`config.mk`:
```
export PLATFORM = sky130hd
export DESIGN_NAME = icu_core
export DESIGN_NICKNAME = d
export VERILOG_FILES = /design/src/icu_pkg.sv /design/src/icu_prio_resolve.sv /design/src/icu_core.sv
export SDC_FILE = /design/constraint.sdc
export NUM_CORES = 1
export LEC_CHECK = 0
export BUFFER_PORTS_ARGS = -buffer_cell sky130_fd_sc_hd__buf_2
export CAP_MARGIN = 20
export CORE_ASPECT_RATIO = 1.4
export CORE_MARGIN = 1
export CORE_UTILIZATION = 55
export DETAILED_ROUTE_END_ITERATION = 10
export GPL_TIMING_DRIVEN = 0
export PLACE_DENSITY_LB_ADDON = 0.1
export SLEW_MARGIN = 25
export SYNTH_ARGS = -nofsm -noshare
export SYNTH_HDL_FRONTEND = slang
export SYNTH_SLANG_ARGS = --single-unit
export TNS_END_PERCENT = 10
```
`constraint.sdc`:
```
create_clock -name clk -period 7.2 [get_ports clk]
set_clock_uncertainty 0.05 [all_clocks]
set_input_delay 0.72 -clock clk [delete_from_list [all_inputs] [get_ports clk]]
set_output_delay 0.72 -clock clk [all_outputs]
set_load 0.01 [all_outputs]
```
`src/icu_pkg.sv`:
```
/*
  shared layouts, states and constants for the interrupt control unit:
  control word fields, host strobe bundle, acknowledge byte counts.
  assumes a single clock domain; all control word layouts are 8-bit host words.
*/
package icu_pkg;

  localparam int          ICU_N          = 8;
  localparam int          ICU_W          = 3;
  localparam logic [7:0]  ICU_CALL_OPCODE = 8'hcd;
  localparam logic [2:0]  ICU_LOWEST_RST = 3'h7;
  localparam logic [7:0]  ICU_BYTE_CLR   = 8'h00;
  localparam logic [7:0]  ICU_EDGE_RST   = 8'hff;
  localparam logic [1:0]  ICU_CALL_BYTES = 2'h3;
  localparam logic [1:0]  ICU_VEC_BYTES  = 2'h2;
  localparam logic [1:0]  ICU_BYTE_FIRST = 2'h0;
  localparam logic [1:0]  ICU_BYTE_SECOND = 2'h1;

  // init sequence, gray along the usual path
  typedef enum logic [1:0] {
    ICU_READY = 2'b00,
    ICU_WAIT2 = 2'b01,
    ICU_WAIT3 = 2'b11,
    ICU_WAIT4 = 2'b10
  } icu_state_t;

  typedef struct packed {
    logic        wr;
    logic        rd;
    logic        a0;
    logic [7:0]  wdata;
  } icu_host_t;

  typedef struct packed {
    logic [2:0]  addr_lo;
    logic        mark;
    logic        sensitivity_select;
    logic        spacing_select;
    logic        standalone_select;
    logic        fourth_word_needed;
  } icu_iw1_t;

  typedef struct packed {
    logic [2:0]  zero;
    logic        extended_nest_select;
    logic        buffered;
    logic        buffered_role_bit;
    logic        auto_end_of_service;
    logic        vector_mode;
  } icu_iw4_t;

  typedef struct packed {
    logic        rotate_bit;
    logic        specify_level_bit;
    logic        end_of_service_bit;
    logic        sel4;
    logic        sel3;
    logic [2:0]  target_priority_slot;
  } icu_pfc_t;

  typedef struct packed {
    logic        unused;
    logic        nest_change_enable;
    logic        special_nest_select;
    logic        sel4;
    logic        sel3;
    logic        query_command;
    logic        read_select_enable;
    logic        read_target_select;
  } icu_mode_t;

  typedef struct packed {
    logic        valid;
    logic [3:0]  zero;
    logic [2:0]  slot;
  } icu_poll_t;

endpackage : icu_pkg

```
`src/icu_prio_resolve.sv`:
```
/*
  circular priority resolver: picks the highest-ranked candidate that
  outranks every blocking bit (or equals the highest one when equal_ok is set), starting just above the lowest slot.
  purely combinational; caller registers the result.
*/
`timescale 1ns/1ps
module icu_prio_resolve #(
  parameter int N = 8,
  parameter int W = 3
) (
  // candidates and blockers
  input  wire logic [N-1:0] cand,
  input  wire logic [N-1:0] block,
  input  wire logic [W-1:0] lowest,
  input  wire logic         equal_ok,
  // result
  output logic              valid,
  output logic [W-1:0]      slot
);

  logic         stop;
  logic [W-1:0] idx;

  always_comb
  begin
    valid = 1'b0;
    slot  = '0;
    stop  = 1'b0;
    idx   = '0;
    for (int k = 0; k < N; k++)
    begin
      idx = W'(lowest + W'(1) + W'(k));
      if (!stop && !valid && cand[idx] && (!block[idx] || equal_ok))
      begin
        valid = 1'b1;
        slot  = idx;
      end
      if (block[idx])
        stop = 1'b1;
    end
  end

endmodule : icu_prio_resolve

```
`src/icu_core.sv`:
```
/*
  control-word front end and request logic of an eight-input interrupt
  control unit: init sequence, mask, priority/finish and mode words,
  pending/in-service tracking, acknowledge byte output, cascade select.
  assumes host strobes are synchronous to clk; request, acknowledge,
  role and cascade pins are asynchronous and synchronised here.
*/
// Overview of operation
// - low-address write with bit4 starts init
// - init clears edge state, edge pending, service, mask
// - init cancels special nesting, reads pending
// - init clears fourth word to defaults
// - third/fourth words follow per first-word bits
// - first word fields: address, sense, spacing, size
// - sense bit picks level or rising edge
// - call addresses spaced four or eight bytes
// - standalone ignores role; else cascaded mode
// - second word holds high address/vector bits
// - master from pin or buffered role bit
// - master flags slave inputs, drives cascade number
// - slave answers only on matching cascade number
// - fourth word bit4 picks nesting style
// - bit3 buffered mode, bit2 buffered role
// - bit1 auto clears in-service at end
// - bit0 picks vector or call response
// - mask blocks pending; special nest masks service
// - priority/finish command field layout
// - circular priority, seven lowest after init
// - specify-level names rotate or finish slot
// - mode word sets nesting, read target, polling
// - normal nesting admits strictly higher only
// - vector byte is upper bits plus level
`timescale 1ns/1ps
module icu_core (
  // clock and reset
  input  wire logic                  clk,
  input  wire logic                  rst_n,
  input  wire logic                  ce,
  // host control words
  input  wire icu_pkg::icu_host_t    host,
  output logic [7:0]                 rd_data,
  // request and acknowledge pins
  input  wire logic [7:0]            request_input,
  input  wire logic                  acknowledge_strobe_n,
  output logic                       int_req,
  output logic [7:0]                 data_out,
  output logic                       data_oe,
  // role pin, doubles as buffer direction
  input  wire logic                  role_select_pin_in,
  output logic                       role_select_pin_out,
  output logic                       role_select_pin_oe,
  // cascade select bus
  input  wire logic [2:0]            cascade_select_bus_in,
  output logic [2:0]                 cascade_select_bus_out,
  output logic                       cascade_select_bus_oe
);
  import icu_pkg::*;

  icu_state_t          state_reg;
  icu_iw1_t            iw1_reg;
  icu_iw4_t            iw4_reg;
  logic [7:0]          iw2_reg, iw3_reg, mask_reg, isr_reg, pend_reg;
  logic [7:0]          req_s1, req_s2, req_prev, isr_next, pend_next;
  logic                ack_s1, ack_s2, ack_prev, role_s1, role_s2;
  logic [2:0]          cas_s1, cas_s2, lowest_reg, ack_slot_reg, cur_slot;
  logic                special_reg, read_isr_reg, poll_reg, int_req_reg;
  logic [7:0]          rd_data_reg, data_reg, byte_next;
  logic                data_oe_reg, cas_oe_reg, sv_out_reg, sv_oe_reg;
  logic [2:0]          cas_out_reg;
  logic [1:0]          ack_cnt_reg, ack_total;
  logic                wr, w1, wa1, mask_wr, pfc_wr, mode_wr, rd;
  logic                single, master, slave, resp, oe_next;
  logic                ack_fall, ack_rise, ack_end, res_valid, hi_valid;
  logic [2:0]          res_slot, hi_slot;
  logic [7:0]          isr_eff, pend_eff;
  icu_iw1_t            wd_iw1;
  icu_pfc_t            wd_pfc;
  icu_mode_t           wd_mode;
  icu_poll_t           poll_word;

  // pin synchronisers
  always_ff @(posedge clk or negedge rst_n)
  begin
    if (!rst_n)
    begin
      req_s1 <= ICU_BYTE_CLR;
      req_s2 <= ICU_BYTE_CLR;
      ack_s1 <= 1'b1;
      ack_s2 <= 1'b1;
      ack_prev <= 1'b1;
      role_s1 <= 1'b1;
      role_s2 <= 1'b1;
      cas_s1 <= '0;
      cas_s2 <= '0;
    end
    else if (ce)
    begin
      req_s1 <= request_input;
      req_s2 <= req_s1;
      ack_s1 <= acknowledge_strobe_n;
      ack_s2 <= ack_s1;
      ack_prev <= ack_s2;
      role_s1 <= role_select_pin_in;
      role_s2 <= role_s1;
      cas_s1 <= cascade_select_bus_in;
      cas_s2 <= cas_s1;
    end
  end

  // word decode
  always_comb
  begin
    wd_iw1  = icu_iw1_t'(host.wdata);
    wd_pfc  = icu_pfc_t'(host.wdata);
    wd_mode = icu_mode_t'(host.wdata);
    wr      = ce && host.wr;
    rd      = ce && host.rd;
    // bit4 on low address always restarts init
    w1      = wr && !host.a0 && wd_iw1.mark;
    // high address goes to init words, then mask
    wa1     = wr && host.a0;
    mask_wr = wa1 && state_reg == ICU_READY;
    // command word has zeros in bits 4 and 3
    pfc_wr  = wr && !host.a0 && !wd_pfc.sel4 && !wd_pfc.sel3;
    // mode word recognised by bits 4,3 = 0,1
    mode_wr = wr && !host.a0 && !wd_mode.sel4 && wd_mode.sel3;
  end

  // role from pin unless buffered, then role bit
  always_comb
  begin
    single = iw1_reg.standalone_select;
    master = !single && (iw4_reg.buffered ? iw4_reg.buffered_role_bit : role_s2);
    slave  = !single && !master;
  end

  // second word is the next high-address write
  // third word only cascaded, fourth only if asked
  always_ff @(posedge clk or negedge rst_n)
  begin
    if (!rst_n)
      state_reg <= ICU_READY;
    else if (ce)
    begin
      if (w1)
        state_reg <= ICU_WAIT2;
      else if (wa1)
      begin
        unique case (state_reg)
          ICU_WAIT2:
            if (!iw1_reg.standalone_select)
              state_reg <= ICU_WAIT3;
            else if (iw1_reg.fourth_word_needed)
              state_reg <= ICU_WAIT4;
            else
              state_reg <= ICU_READY;
          ICU_WAIT3:
            state_reg <= iw1_reg.fourth_word_needed ? ICU_WAIT4 : ICU_READY;
          ICU_WAIT4:
            state_reg <= ICU_READY;
          ICU_READY:
            state_reg <= ICU_READY;
        endcase
      end
    end
  end

  always_ff @(posedge clk or negedge rst_n)
  begin
    if (!rst_n)
    begin
      iw1_reg <= icu_iw1_t'(ICU_BYTE_CLR);
      iw2_reg <= ICU_BYTE_CLR;
      iw3_reg <= ICU_BYTE_CLR;
    end
    else if (ce)
    begin
      if (w1)
        iw1_reg <= wd_iw1;
      if (wa1 && state_reg == ICU_WAIT2)
        iw2_reg <= host.wdata;
      if (wa1 && state_reg == ICU_WAIT3)
        iw3_reg <= host.wdata;
    end
  end

  // init clears fourth word to all defaults
  // nesting, buffer, finish and cpu style
  always_ff @(posedge clk or negedge rst_n)
  begin
    if (!rst_n)
      iw4_reg <= icu_iw4_t'(ICU_BYTE_CLR);
    else if (ce)
    begin
      if (w1)
        iw4_reg <= icu_iw4_t'(ICU_BYTE_CLR);
      else if (wa1 && state_reg == ICU_WAIT4)
        iw4_reg <= icu_iw4_t'(host.wdata);
    end
  end

  // init clears mask; mask word loads it
  always_ff @(posedge clk or negedge rst_n)
  begin
    if (!rst_n)
      mask_reg <= ICU_BYTE_CLR;
    else if (ce)
    begin
      if (w1)
        mask_reg <= ICU_BYTE_CLR;
      else if (mask_wr)
        mask_reg <= host.wdata;
    end
  end

  // init restores normal nesting and pending reads
  // mode word nesting, read target and poll request
  always_ff @(posedge clk or negedge rst_n)
  begin
    if (!rst_n)
    begin
      special_reg  <= 1'b0;
      read_isr_reg <= 1'b0;
      poll_reg     <= 1'b0;
    end
    else if (ce)
    begin
      if (w1)
      begin
        special_reg  <= 1'b0;
        read_isr_reg <= 1'b0;
        poll_reg     <= 1'b0;
      end
      else
      begin
        if (mode_wr && wd_mode.nest_change_enable)
          special_reg <= wd_mode.special_nest_select;
        if (mode_wr && wd_mode.read_select_enable)
          read_isr_reg <= wd_mode.read_target_select;
        if (mode_wr && wd_mode.query_command)
          poll_reg <= 1'b1;
        else if (rd)
          poll_reg <= 1'b0;
      end
    end
  end

  // special nesting hides masked in-service bits
  assign isr_eff  = special_reg ? (isr_reg & ~mask_reg) : isr_reg;
  assign pend_eff = pend_reg & ~mask_reg;

  // normal nesting blocks equal and lower levels
  // highest unmasked pending level beating service
  icu_prio_resolve #(.N(ICU_N), .W(ICU_W)) u_req_res (
    .cand     (pend_eff),
    .block    (isr_eff),
    .lowest   (lowest_reg),
    .equal_ok (iw4_reg.extended_nest_select),
    .valid    (res_valid),
    .slot     (res_slot)
  );

  // highest in-service level for unnamed finish
  icu_prio_resolve #(.N(ICU_N), .W(ICU_W)) u_isr_res (
    .cand     (isr_reg),
    .block    (ICU_BYTE_CLR),
    .lowest   (lowest_reg),
    .equal_ok (1'b0),
    .valid    (hi_valid),
    .slot     (hi_slot)
  );

  // seven lowest after init, rotate moves it
  // specify-level names the new lowest slot
  always_ff @(posedge clk or negedge rst_n)
  begin
    if (!rst_n)
      lowest_reg <= ICU_LOWEST_RST;
    else if (ce)
    begin
      if (w1)
        lowest_reg <= ICU_LOWEST_RST;
      else if (pfc_wr && wd_pfc.rotate_bit)
      begin
        if (wd_pfc.specify_level_bit)
          lowest_reg <= wd_pfc.target_priority_slot;
        else if (wd_pfc.end_of_service_bit && hi_valid)
          lowest_reg <= hi_slot;
      end
    end
  end

  // acknowledge strobe edges and byte selection
  always_comb
  begin
    ack_fall  = ack_prev && !ack_s2;
    ack_rise  = !ack_prev && ack_s2;
    ack_total = iw4_reg.vector_mode ? ICU_VEC_BYTES : ICU_CALL_BYTES;
    ack_end   = ack_rise && ack_cnt_reg == ack_total;
    cur_slot  = (ack_cnt_reg == ICU_BYTE_FIRST) ? res_slot : ack_slot_reg;
    // master leaves flagged slots to the slave
    // slave answers only for its own number
    resp      = single || (master && !iw3_reg[cur_slot]) ||
                (slave && cas_s2 == iw3_reg[2:0]);
    byte_next = ICU_BYTE_CLR;
    oe_next   = 1'b0;
    if (iw4_reg.vector_mode)
    begin
      // vector style returns one byte on second pulse
      // vector byte is upper five bits plus level
      if (ack_cnt_reg == ICU_BYTE_SECOND)
      begin
        byte_next = {iw2_reg[7:3], cur_slot};
        oe_next   = resp;
      end
    end
    else
    begin
      unique case (ack_cnt_reg)
        ICU_BYTE_FIRST:
        begin
          byte_next = ICU_CALL_OPCODE;
          oe_next   = !slave;
        end
        ICU_BYTE_SECOND:
        begin
          byte_next = iw1_reg.spacing_select ? {iw1_reg.addr_lo, cur_slot, 2'b00}
                                             : {iw1_reg.addr_lo[2:1], cur_slot, 3'b000};
          oe_next   = resp;
        end
        default:
        begin
          byte_next = iw2_reg;
          oe_next   = resp;
        end
      endcase
    end
  end

  // acknowledge sequence, data and cascade pins
  always_ff @(posedge clk or negedge rst_n)
  begin
    if (!rst_n)
    begin
      ack_cnt_reg  <= ICU_BYTE_FIRST;
      ack_slot_reg <= ICU_LOWEST_RST;
      data_reg     <= ICU_BYTE_CLR;
      data_oe_reg  <= 1'b0;
      cas_out_reg  <= '0;
      cas_oe_reg   <= 1'b0;
      sv_out_reg   <= 1'b1;
      sv_oe_reg    <= 1'b0;
    end
    else if (ce)
    begin
      cas_oe_reg <= !slave;
      sv_oe_reg  <= iw4_reg.buffered;
      sv_out_reg <= !data_oe_reg;
      if (ack_fall)
      begin
        ack_cnt_reg <= 2'(ack_cnt_reg + 2'd1);
        data_reg    <= byte_next;
        data_oe_reg <= oe_next;
        if (ack_cnt_reg == ICU_BYTE_FIRST)
        begin
          ack_slot_reg <= res_slot;
          // master drives flagged slot on cascade bus
          if (master && iw3_reg[res_slot])
            cas_out_reg <= res_slot;
        end
      end
      else if (ack_rise)
      begin
        data_oe_reg <= 1'b0;
        if (ack_end)
        begin
          ack_cnt_reg <= ICU_BYTE_FIRST;
          cas_out_reg <= '0;
        end
      end
    end
  end

  // pending and in-service registers
  always_comb
  begin
    pend_next = pend_reg;
    isr_next  = isr_reg;
    // level sensing follows the pin, else rising edge
    if (iw1_reg.sensitivity_select)
      pend_next = req_s2;
    else
    begin
      if (ack_fall && ack_cnt_reg == ICU_BYTE_FIRST && res_valid)
        pend_next[res_slot] = 1'b0;
      if (rd && poll_reg && res_valid)
        pend_next[res_slot] = 1'b0;
      pend_next = pend_next | (req_s2 & ~req_prev);
    end
    pend_next = pend_next & ~mask_reg;
    // finish clears named or highest service bit
    if (pfc_wr && wd_pfc.end_of_service_bit)
    begin
      if (wd_pfc.specify_level_bit)
        isr_next[wd_pfc.target_priority_slot] = 1'b0;
      else if (hi_valid)
        isr_next[hi_slot] = 1'b0;
    end
    // auto end of service at sequence end
    if (ack_end && iw4_reg.auto_end_of_service)
      isr_next[ack_slot_reg] = 1'b0;
    if ((ack_fall && ack_cnt_reg == ICU_BYTE_FIRST || rd && poll_reg) && res_valid)
      isr_next[res_slot] = 1'b1;
  end

  // init resets edge detect, edge pending and service
  always_ff @(posedge clk or negedge rst_n)
  begin
    if (!rst_n)
    begin
      pend_reg <= ICU_BYTE_CLR;
      isr_reg  <= ICU_BYTE_CLR;
      req_prev <= ICU_EDGE_RST;
    end
    else if (ce)
    begin
      if (w1)
      begin
        req_prev <= ICU_EDGE_RST;
        isr_reg  <= ICU_BYTE_CLR;
        pend_reg <= wd_iw1.sensitivity_select ? (req_s2 & ~mask_reg) : ICU_BYTE_CLR;
      end
      else
      begin
        req_prev <= req_s2;
        isr_reg  <= isr_next;
        pend_reg <= pend_next;
      end
    end
  end

  // request line and host read data
  always_comb
  begin
    poll_word       = icu_poll_t'(ICU_BYTE_CLR);
    poll_word.valid = res_valid;
    poll_word.slot  = res_slot;
  end

  always_ff @(posedge clk or negedge rst_n)
  begin
    if (!rst_n)
    begin
      int_req_reg <= 1'b0;
      rd_data_reg <= ICU_BYTE_CLR;
    end
    else if (ce)
    begin
      int_req_reg <= res_valid && state_reg == ICU_READY && ack_cnt_reg == ICU_BYTE_FIRST;
      if (rd)
      begin
        if (poll_reg)
          rd_data_reg <= poll_word;
        else if (host.a0)
          rd_data_reg <= mask_reg;
        else
          rd_data_reg <= read_isr_reg ? isr_reg : pend_reg;
      end
    end
  end

  assign int_req                = int_req_reg;
  assign rd_data                = rd_data_reg;
  assign data_out               = data_reg;
  assign data_oe                = data_oe_reg;
  assign cascade_select_bus_out = cas_out_reg;
  assign cascade_select_bus_oe  = cas_oe_reg;
  assign role_select_pin_out    = sv_out_reg;
  assign role_select_pin_oe     = sv_oe_reg;
endmodule : icu_core

```
==> flow_results.xml, run 1 <==
<?xml version="1.0" encoding="UTF-8"?>
<metrics>
  <group name="floorplanning">
    <metric name="full_die_area" unit="µm²">15840</metric>
    <metric name="std_cell_rows" unit="">53</metric>
    <metric name="initial_core_utilization" unit="">0.5626</metric>
    <metric name="die-width" unit="µm">106.6</metric>
    <metric name="ioPinCount" unit="">51</metric>
    <metric name="core_region_area" unit="µm²">14990</metric>
    <metric name="die_h" unit="µm">148.5</metric>
  </group>
  <group name="detailed_routing">
    <metric name="first_pass_iters" unit="">6</metric>
    <metric name="post_drt_via_cell_ratio" unit="">6.513</metric>
    <metric name="ant_nets" unit="">0</metric>
    <metric name="detail_route.drc_violations" unit="">0</metric>
    <metric name="first_iter_violations" unit="">664</metric>
    <metric name="drt_wl_total" unit="µm">25970</metric>
    <metric name="num_vias" unit="">7640</metric>
    <metric name="avgRoutedWirePerCell" unit="µm">22.14</metric>
  </group>
  <group name="clock_network">
    <metric name="cts_setup_buffers" unit="">0</metric>
    <metric name="clock_sink_count" unit="">124</metric>
    <metric name="h_tree_lvl_count" unit="">4</metric>
    <metric name="post_cts.resized_instances" unit="">0</metric>
    <metric name="clockRootBuffer" unit="">sky130_fd_sc_hd__clkbuf_16</metric>
    <metric name="clk-insertion-delay-late" unit="ps">430</metric>
    <metric name="cts_made_buffers" unit="">17</metric>
    <metric name="clkSlewWorstSetupHoldPaths" unit="ps">70</metric>
    <metric name="cts_buffer_depth" unit="">2</metric>
    <metric name="ctsHoldBuffers" unit="">0</metric>
    <metric name="tritoncts_clock_tree" unit="">yes</metric>
  </group>
  <group name="layout">
    <metric name="layout_common_cells" unit="">sky130_fd_sc_hd__nand2_1, sky130_fd_sc_hd__dfrtp_1, sky130_fd_sc_hd__o21ai_0</metric>
    <metric name="syn_to_final_growth" unit="%">13.53</metric>
    <metric name="final_common_cell" unit="">sky130_fd_sc_hd__nand2_1</metric>
    <metric name="num-nets-final" unit="">1001</metric>
    <metric name="insertedDiodeCount" unit="">0</metric>
    <metric name="final_layout_size_suffix_gt1_frac" unit="">0.2202</metric>
  </group>
  <group name="critical_path">
    <metric name="crit_path_max_fanout" unit="">10</metric>
    <metric name="worstSetupStartpointType" unit="">flop</metric>
    <metric name="r2r_setup_slack" unit="ps">1330</metric>
    <metric name="critical_path_class" unit="">reg -&gt; reg</metric>
    <metric name="arrival" unit="ps">6140</metric>
    <metric name="cp_data_required_time" unit="ps">7470</metric>
    <metric name="worst_r2r_path_depth" unit="">17</metric>
    <metric name="regToRegStartpoint" unit="">lowest_reg[0]</metric>
    <metric name="worstReg2RegEnd" unit="">pend_reg[4]</metric>
    <metric name="worstSetupEndpointType" unit="">flop</metric>
  </group>
  <group name="yosys">
    <metric name="synth_enable_flop_cells" unit="">0</metric>
    <metric name="postSynth.topFlopCell" unit="">sky130_fd_sc_hd__dfrtp_1</metric>
    <metric name="yosysUniqueCellTypes" unit="">94</metric>
    <metric name="async_reset_ff_frac" unit="">1.000</metric>
    <metric name="netlist_instances" unit="">900</metric>
    <metric name="synth_fp_nets" unit="">933</metric>
    <metric name="synth_warnings" unit="">0</metric>
    <metric name="synth_area_per_cell" unit="µm²">9.369</metric>
    <metric name="synth-seq-cells" unit="">124</metric>
    <metric name="synth.cell_area" unit="µm²">8432</metric>
    <metric name="yosysSeqAreaShare" unit="">0.3710</metric>
  </group>
  <group name="global_routing">
    <metric name="global_route.usage.total" unit="">0.3418</metric>
    <metric name="grt_max_degree" unit="">81</metric>
    <metric name="antenna_found_initial" unit="">0</metric>
    <metric name="grt_pass1_vias" unit="">7421</metric>
    <metric name="wire_length_of_the_first_global_routing_pass" unit="µm">40800</metric>
    <metric name="globalRoute.totalOverflow" unit="">0</metric>
  </group>
  <group name="sta">
    <metric name="max-slew-margin-rel" unit="">0.3087</metric>
    <metric name="finalSetupTns" unit="ps">0</metric>
    <metric name="final_period_minus_worst_setup_slack" unit="ps">5872</metric>
    <metric name="timing_max_transition_violations_final" unit="">0</metric>
    <metric name="finalSetupViolCount" unit="">0</metric>
    <metric name="timing_hold_violations_final" unit="">0</metric>
    <metric name="fmax" unit="MHz">170.3</metric>
    <metric name="final_min_period_over_clock_period" unit="">0.8155</metric>
    <metric name="rsz0062_at_grt" unit="">false</metric>
    <metric name="tightestPinTransition" unit="ps">1030</metric>
  </group>
  <group name="placement">
    <metric name="gpl.final_weighted_congestion" unit="">0.9927</metric>
    <metric name="io_buffer_count" unit="">48</metric>
    <metric name="place_hpwl" unit="µm">19290</metric>
  </group>
  <group name="hold_path">
    <metric name="worst_hold_path_type" unit="">in -&gt; async</metric>
  </group>
  <group name="run">
    <metric name="drv_cap" unit="">0</metric>
  </group>
  <group name="run_status">
    <metric name="outcome" unit="">finished clean</metric>
  </group>
</metrics>
## final cells by class
cell class	count	area, µm²
multi-input cells	688	4943
plain buffers	54	240.2
well taps	192	240.2
flip-flops and latches	124	3128
clock inverters	15	190.2
fillers	1323	5414
repair buffers	49	277.8
inverters	34	127.6
clock buffers	17	425.4
## critical path, cell delays in order, from the launching register on
cell and delay, ps:
sky130_fd_sc_hd__dfstp_2 550, sky130_fd_sc_hd__buf_6 170, sky130_fd_sc_hd__inv_2 60, sky130_fd_sc_hd__buf_6 150
sky130_fd_sc_hd__buf_6 160, sky130_fd_sc_hd__ha_1 280, sky130_fd_sc_hd__buf_2 240, sky130_fd_sc_hd__xor2_2 500
sky130_fd_sc_hd__mux4_2 650, sky130_fd_sc_hd__o2111a_1 160, sky130_fd_sc_hd__a211oi_1 510, sky130_fd_sc_hd__and3_1 240
sky130_fd_sc_hd__nor4_1 60, sky130_fd_sc_hd__a311oi_1 810, sky130_fd_sc_hd__o21ai_0 450, sky130_fd_sc_hd__nor2b_1 380
sky130_fd_sc_hd__o41ai_1 130, sky130_fd_sc_hd__a21o_1 200
## Yosys cell counts (5+ instances only)
library cell                number  area, µm²
sky130_fd_sc_hd__a2111oi_0       5      43.79
sky130_fd_sc_hd__clkbuf_1       36      135.1
sky130_fd_sc_hd__a31oi_1        11      68.82
sky130_fd_sc_hd__nand3_1        25      125.1
sky130_fd_sc_hd__ha_1            6      75.07
sky130_fd_sc_hd__o2bb2ai_1       5      43.79
sky130_fd_sc_hd__nor2b_1        14      87.58
sky130_fd_sc_hd__o21ai_0        70      350.3
sky130_fd_sc_hd__nand2b_1       15      93.84
sky130_fd_sc_hd__a22o_1          8      70.07
sky130_fd_sc_hd__dfrtp_1       104       2603
sky130_fd_sc_hd__o41ai_1         9      78.83
sky130_fd_sc_hd__a21oi_1        48      240.2
sky130_fd_sc_hd__a211oi_1       10      75.07
sky130_fd_sc_hd__mux4_2         22      495.5
sky130_fd_sc_hd__nor2_1         53      198.9
sky130_fd_sc_hd__o31ai_1         6      45.04
sky130_fd_sc_hd__and3_1         14      87.58
sky130_fd_sc_hd__o211ai_1       10      75.07
sky130_fd_sc_hd__mux2_2         54      608.1
sky130_fd_sc_hd__inv_1          32      120.1
sky130_fd_sc_hd__mux2i_1        31      310.3
sky130_fd_sc_hd__buf_2           9      45.04
sky130_fd_sc_hd__nor4_1          6      37.54
sky130_fd_sc_hd__nor3_1         23      115.1
sky130_fd_sc_hd__buf_1           5      18.77
sky130_fd_sc_hd__a21o_1          5      37.54
sky130_fd_sc_hd__nand2_1       113      424.2
sky130_fd_sc_hd__dfstp_2        20      525.5
sky130_fd_sc_hd__and2_1          6      37.54
sky130_fd_sc_hd__a21boi_1        8      60.06
## worst max path at each step
| stage | startpoint | end | slack, ps | depth (start not counted) |
|---|---|---|---|---|
| 2_1_floorplan | lowest_reg[0] | isr_reg[1] | 2520 | 20 |
| 3_3_place_gp | lowest_reg[0] | pend_reg[4] | 1490 | 17 |
| 3_5_place_dp | lowest_reg[0] | pend_reg[4] | 1490 | 17 |
| 4_1_cts | lowest_reg[0] | pend_reg[4] | 1460 | 17 |
| 5_1_grt | lowest_reg[0] | pend_reg[4] | 1100 | 17 |
| 6_report | lowest_reg[0] | pend_reg[4] | 1330 | 17 |
## stage by stage
stage	util	hold WS [ps]	setup WS [ps]	std cells	cell area, µm²
floorplan	-	374.4	2521	900	8432
global placement	0.5947	406.9	1490	1140	8912
detailed placement	0.5972	408.1	1490	1141	8950
CTS	0.6383	147.4	1465	1173	9565
global route	0.6388	152.1	1105	1173	9573
finish	0.6388	136.3	1328	1173	9573
## metal layers
metal	global-route usage	part of all wire	routed length, µm
met1	0.4045	0.39	10160
met2	0.5839	0.50	13040
met3	0.04689	0.042	1081
met4	0.2123	0.065	1690
met5	0	0	0
## kinds of logic (layout without fill, tap and decap cells)
group / after synthesis / count (layout) / synth area share
buffers and inverters: 88 / 169 / 0.04363
muxes: 111 / 111 / 0.1739
AOI/OAI and AO/OA: 262 / 262 / 0.2149
and+or+nand+nor: 298 / 298 / 0.1711
xor gates and xnor gates: 11 / 11 / 0.01662
DFF: 124 / 124 / 0.3710
adders and majority gates: 6 / 6 / 0.008903
Power of run 1 is not shown: default switching activity piles up to over one toggle a cycle in this logic, so the estimate is an artifact.
==> run 2: changes to the inputs <==
clock period = 5.8 ns   (was 7.2 ns; I/O delays follow)
==> run 2 against run 1 <==
Effect of this change:
- the flow now finishes with violations (negative hold slack)
- worst hold slack worse by 140 ps
- final cell count stayed put
- sequential share of layout area is 0.077 points lower
- die area stayed put
- maximum frequency is 5.0% higher
- global-route usage stayed put
- register-to-register slack worse by 1100 ps
- clock-buffer cell count stayed put
- wire length is 0.40% higher
- via count is 0.62% higher
==> flow_results.xml, run 2 (synthesis gave the netlist of run 1 again) <==
<?xml version="1.0" encoding="UTF-8"?>
<metrics>
  <group name="run_status">
    <metric name="outcome" unit="">complete, but fails checks</metric>
    <metric name="violations" unit="">negative hold slack</metric>
  </group>
  <group name="placement">
    <metric name="post-place-cells" unit="">1141</metric>
    <metric name="gpl.final_weighted_congestion" unit="">0.9927</metric>
    <metric name="post_place_worst_slack" unit="ps">90.13</metric>
    <metric name="place_hpwl" unit="µm">19290</metric>
    <metric name="io_buffer_count" unit="">48</metric>
  </group>
  <group name="critical_path">
    <metric name="cp_data_required_time" unit="ps">6060</metric>
    <metric name="worstReg2RegEnd" unit="">pend_reg[7]</metric>
    <metric name="regToRegStartpoint" unit="">lowest_reg[0]</metric>
    <metric name="worstSetupEndpointType" unit="">flop</metric>
    <metric name="arrival" unit="ps">5860</metric>
    <metric name="worstSetupStartpointType" unit="">flop</metric>
    <metric name="crit_path_max_fanout" unit="">10</metric>
    <metric name="worst_r2r_path_depth" unit="">18</metric>
    <metric name="r2r_setup_slack" unit="ps">210</metric>
    <metric name="critical_path_class" unit="">reg -&gt; reg</metric>
  </group>
  <group name="hold_path">
    <metric name="worst_hold_path_type" unit="">in -&gt; async</metric>
  </group>
  <group name="clock_network">
    <metric name="tritoncts_clock_tree" unit="">yes</metric>
    <metric name="clkSlewWorstSetupHoldPaths" unit="ps">70</metric>
    <metric name="cts_buffer_depth" unit="">2</metric>
    <metric name="cts_made_buffers" unit="">17</metric>
    <metric name="clk-insertion-delay-late" unit="ps">430</metric>
    <metric name="clockRootBuffer" unit="">sky130_fd_sc_hd__clkbuf_16</metric>
    <metric name="h_tree_lvl_count" unit="">4</metric>
    <metric name="clock_sink_count" unit="">124</metric>
    <metric name="cts_setup_buffers" unit="">0</metric>
  </group>
  <group name="floorplanning">
    <metric name="std_cell_rows" unit="">53</metric>
    <metric name="full_die_area" unit="µm²">15840</metric>
    <metric name="die_h" unit="µm">148.5</metric>
    <metric name="ioPinCount" unit="">51</metric>
    <metric name="initial_core_utilization" unit="">0.5626</metric>
    <metric name="core_region_area" unit="µm²">14990</metric>
    <metric name="die-width" unit="µm">106.6</metric>
  </group>
  <group name="detailed_routing">
    <metric name="detail_route.drc_violations" unit="">0</metric>
    <metric name="num_vias" unit="">7687</metric>
    <metric name="drt_wl_total" unit="µm">26080</metric>
    <metric name="ant_nets" unit="">0</metric>
    <metric name="avgRoutedWirePerCell" unit="µm">22.23</metric>
    <metric name="post_drt_via_cell_ratio" unit="">6.553</metric>
    <metric name="first_pass_iters" unit="">7</metric>
    <metric name="first_iter_violations" unit="">634</metric>
  </group>
  <group name="global_routing">
    <metric name="globalRoute.totalOverflow" unit="">0</metric>
    <metric name="grt_max_degree" unit="">81</metric>
    <metric name="wire_length_of_the_first_global_routing_pass" unit="µm">40800</metric>
    <metric name="global_route.usage.total" unit="">0.3418</metric>
    <metric name="grt_pass1_vias" unit="">7421</metric>
    <metric name="antenna_found_initial" unit="">0</metric>
  </group>
  <group name="sta">
    <metric name="max-slew-margin-rel" unit="">0.3445</metric>
    <metric name="setup_ws" unit="ps">206.0</metric>
    <metric name="timing_hold_violations_final" unit="">3</metric>
    <metric name="final_min_period_over_clock_period" unit="">0.9645</metric>
    <metric name="tightestPinTransition" unit="ps">975.8</metric>
    <metric name="finalSetupViolCount" unit="">0</metric>
    <metric name="worst_hold_slack" unit="ps">-3.602</metric>
    <metric name="fmax" unit="MHz">178.8</metric>
    <metric name="timing_max_transition_violations_final" unit="">0</metric>
    <metric name="final_period_minus_worst_setup_slack" unit="ps">5594</metric>
  </group>
  <group name="layout">
    <metric name="num-nets-final" unit="">1001</metric>
    <metric name="fin_cells" unit="">1173</metric>
    <metric name="final_layout_size_suffix_gt1_frac" unit="">0.2243</metric>
    <metric name="final_common_cell" unit="">sky130_fd_sc_hd__nand2_1</metric>
    <metric name="layout_common_cells" unit="">sky130_fd_sc_hd__nand2_1, sky130_fd_sc_hd__dfrtp_1, sky130_fd_sc_hd__o21ai_0</metric>
    <metric name="syn_to_final_growth" unit="%">13.80</metric>
    <metric name="insertedDiodeCount" unit="">0</metric>
  </group>
  <group name="run">
    <metric name="drv_cap" unit="">0</metric>
  </group>
</metrics>
## run 2: cell counts in the layout (fill, tap and decap cells not counted)
No cell type changed its count.
## run 2: metrics by stage
| stage | utilization | setup TNS [ps] | hold WS, ps | area (µm²) |
|---|---|---|---|---|
| CTS | 0.6383 | 0 | 7.390 | 9565 |
| finish | 0.6403 | 0 | -3.602 | 9595 |
| floorplan | - | 0 | 234.4 | 8432 |
| global placement | 0.5947 | 0 | 406.9 | 8912 |
| global route | 0.6403 | -15.16 | 12.09 | 9595 |
| detailed placement | 0.5972 | 0 | 408.1 | 8950 |
## run 2: per-layer routing
layer | track usage | routed length (µm) | vias up
met3 | 0.04689 | 1271 | 110
li1 | - | - | 3494
met2 | 0.5839 | 13110 | 312
met4 | 0.2123 | 1698 | 0
met1 | 0.4045 | 9992 | 3771
met5 | 0 | 0 | -
## run 2: cell type report
cell class	count	area (µm²)
fill	1319	5391
multi-input combinational	688	4966
sequential	124	3128
clock buffer	17	425.4
timing repair buffer	49	277.8
buffer	54	240.2
tap	192	240.2
clock inverter	15	190.2
inverter	34	127.6
## run 2: repair_timing
item / 4_1_cts / 5_1_grt
resized for setup: 0 / 4
setup endpoints to repair: 0 / 14
hold buffers: 0 / 0
## run 2: how the worst max path moves through the flow
stage | endpoint | slack, ps | cells past startpoint | start
floorplan | isr_reg[1] | 1120 | 20 | lowest_reg[0]
global placement | pend_reg[4] | 90 | 17 | lowest_reg[0]
detailed placement | pend_reg[4] | 90 | 17 | lowest_reg[0]
CTS | pend_reg[4] | 60 | 17 | lowest_reg[0]
global route | isr_reg[1] | -20 | 20 | lowest_reg[0]
finish | pend_reg[7] | 210 | 18 | lowest_reg[0]
## run 2: critical path: stages (launching register included)
cell,delay [ps]
sky130_fd_sc_hd__dfstp_2,560
sky130_fd_sc_hd__buf_6,170
sky130_fd_sc_hd__inv_2,60
sky130_fd_sc_hd__buf_6,150
sky130_fd_sc_hd__buf_6,160
sky130_fd_sc_hd__ha_1,280
sky130_fd_sc_hd__buf_2,240
sky130_fd_sc_hd__xor2_2,500
sky130_fd_sc_hd__mux4_2,650
sky130_fd_sc_hd__or3_1,380
sky130_fd_sc_hd__o221ai_2,160
sky130_fd_sc_hd__o2111ai_4,250
sky130_fd_sc_hd__o31ai_1,310
sky130_fd_sc_hd__a22o_1,200
sky130_fd_sc_hd__buf_4,200
sky130_fd_sc_hd__nand2_1,240
sky130_fd_sc_hd__nor3_1,540
sky130_fd_sc_hd__o41ai_1,160
sky130_fd_sc_hd__a21o_1,210
Power of run 2 is left out for the same reason.
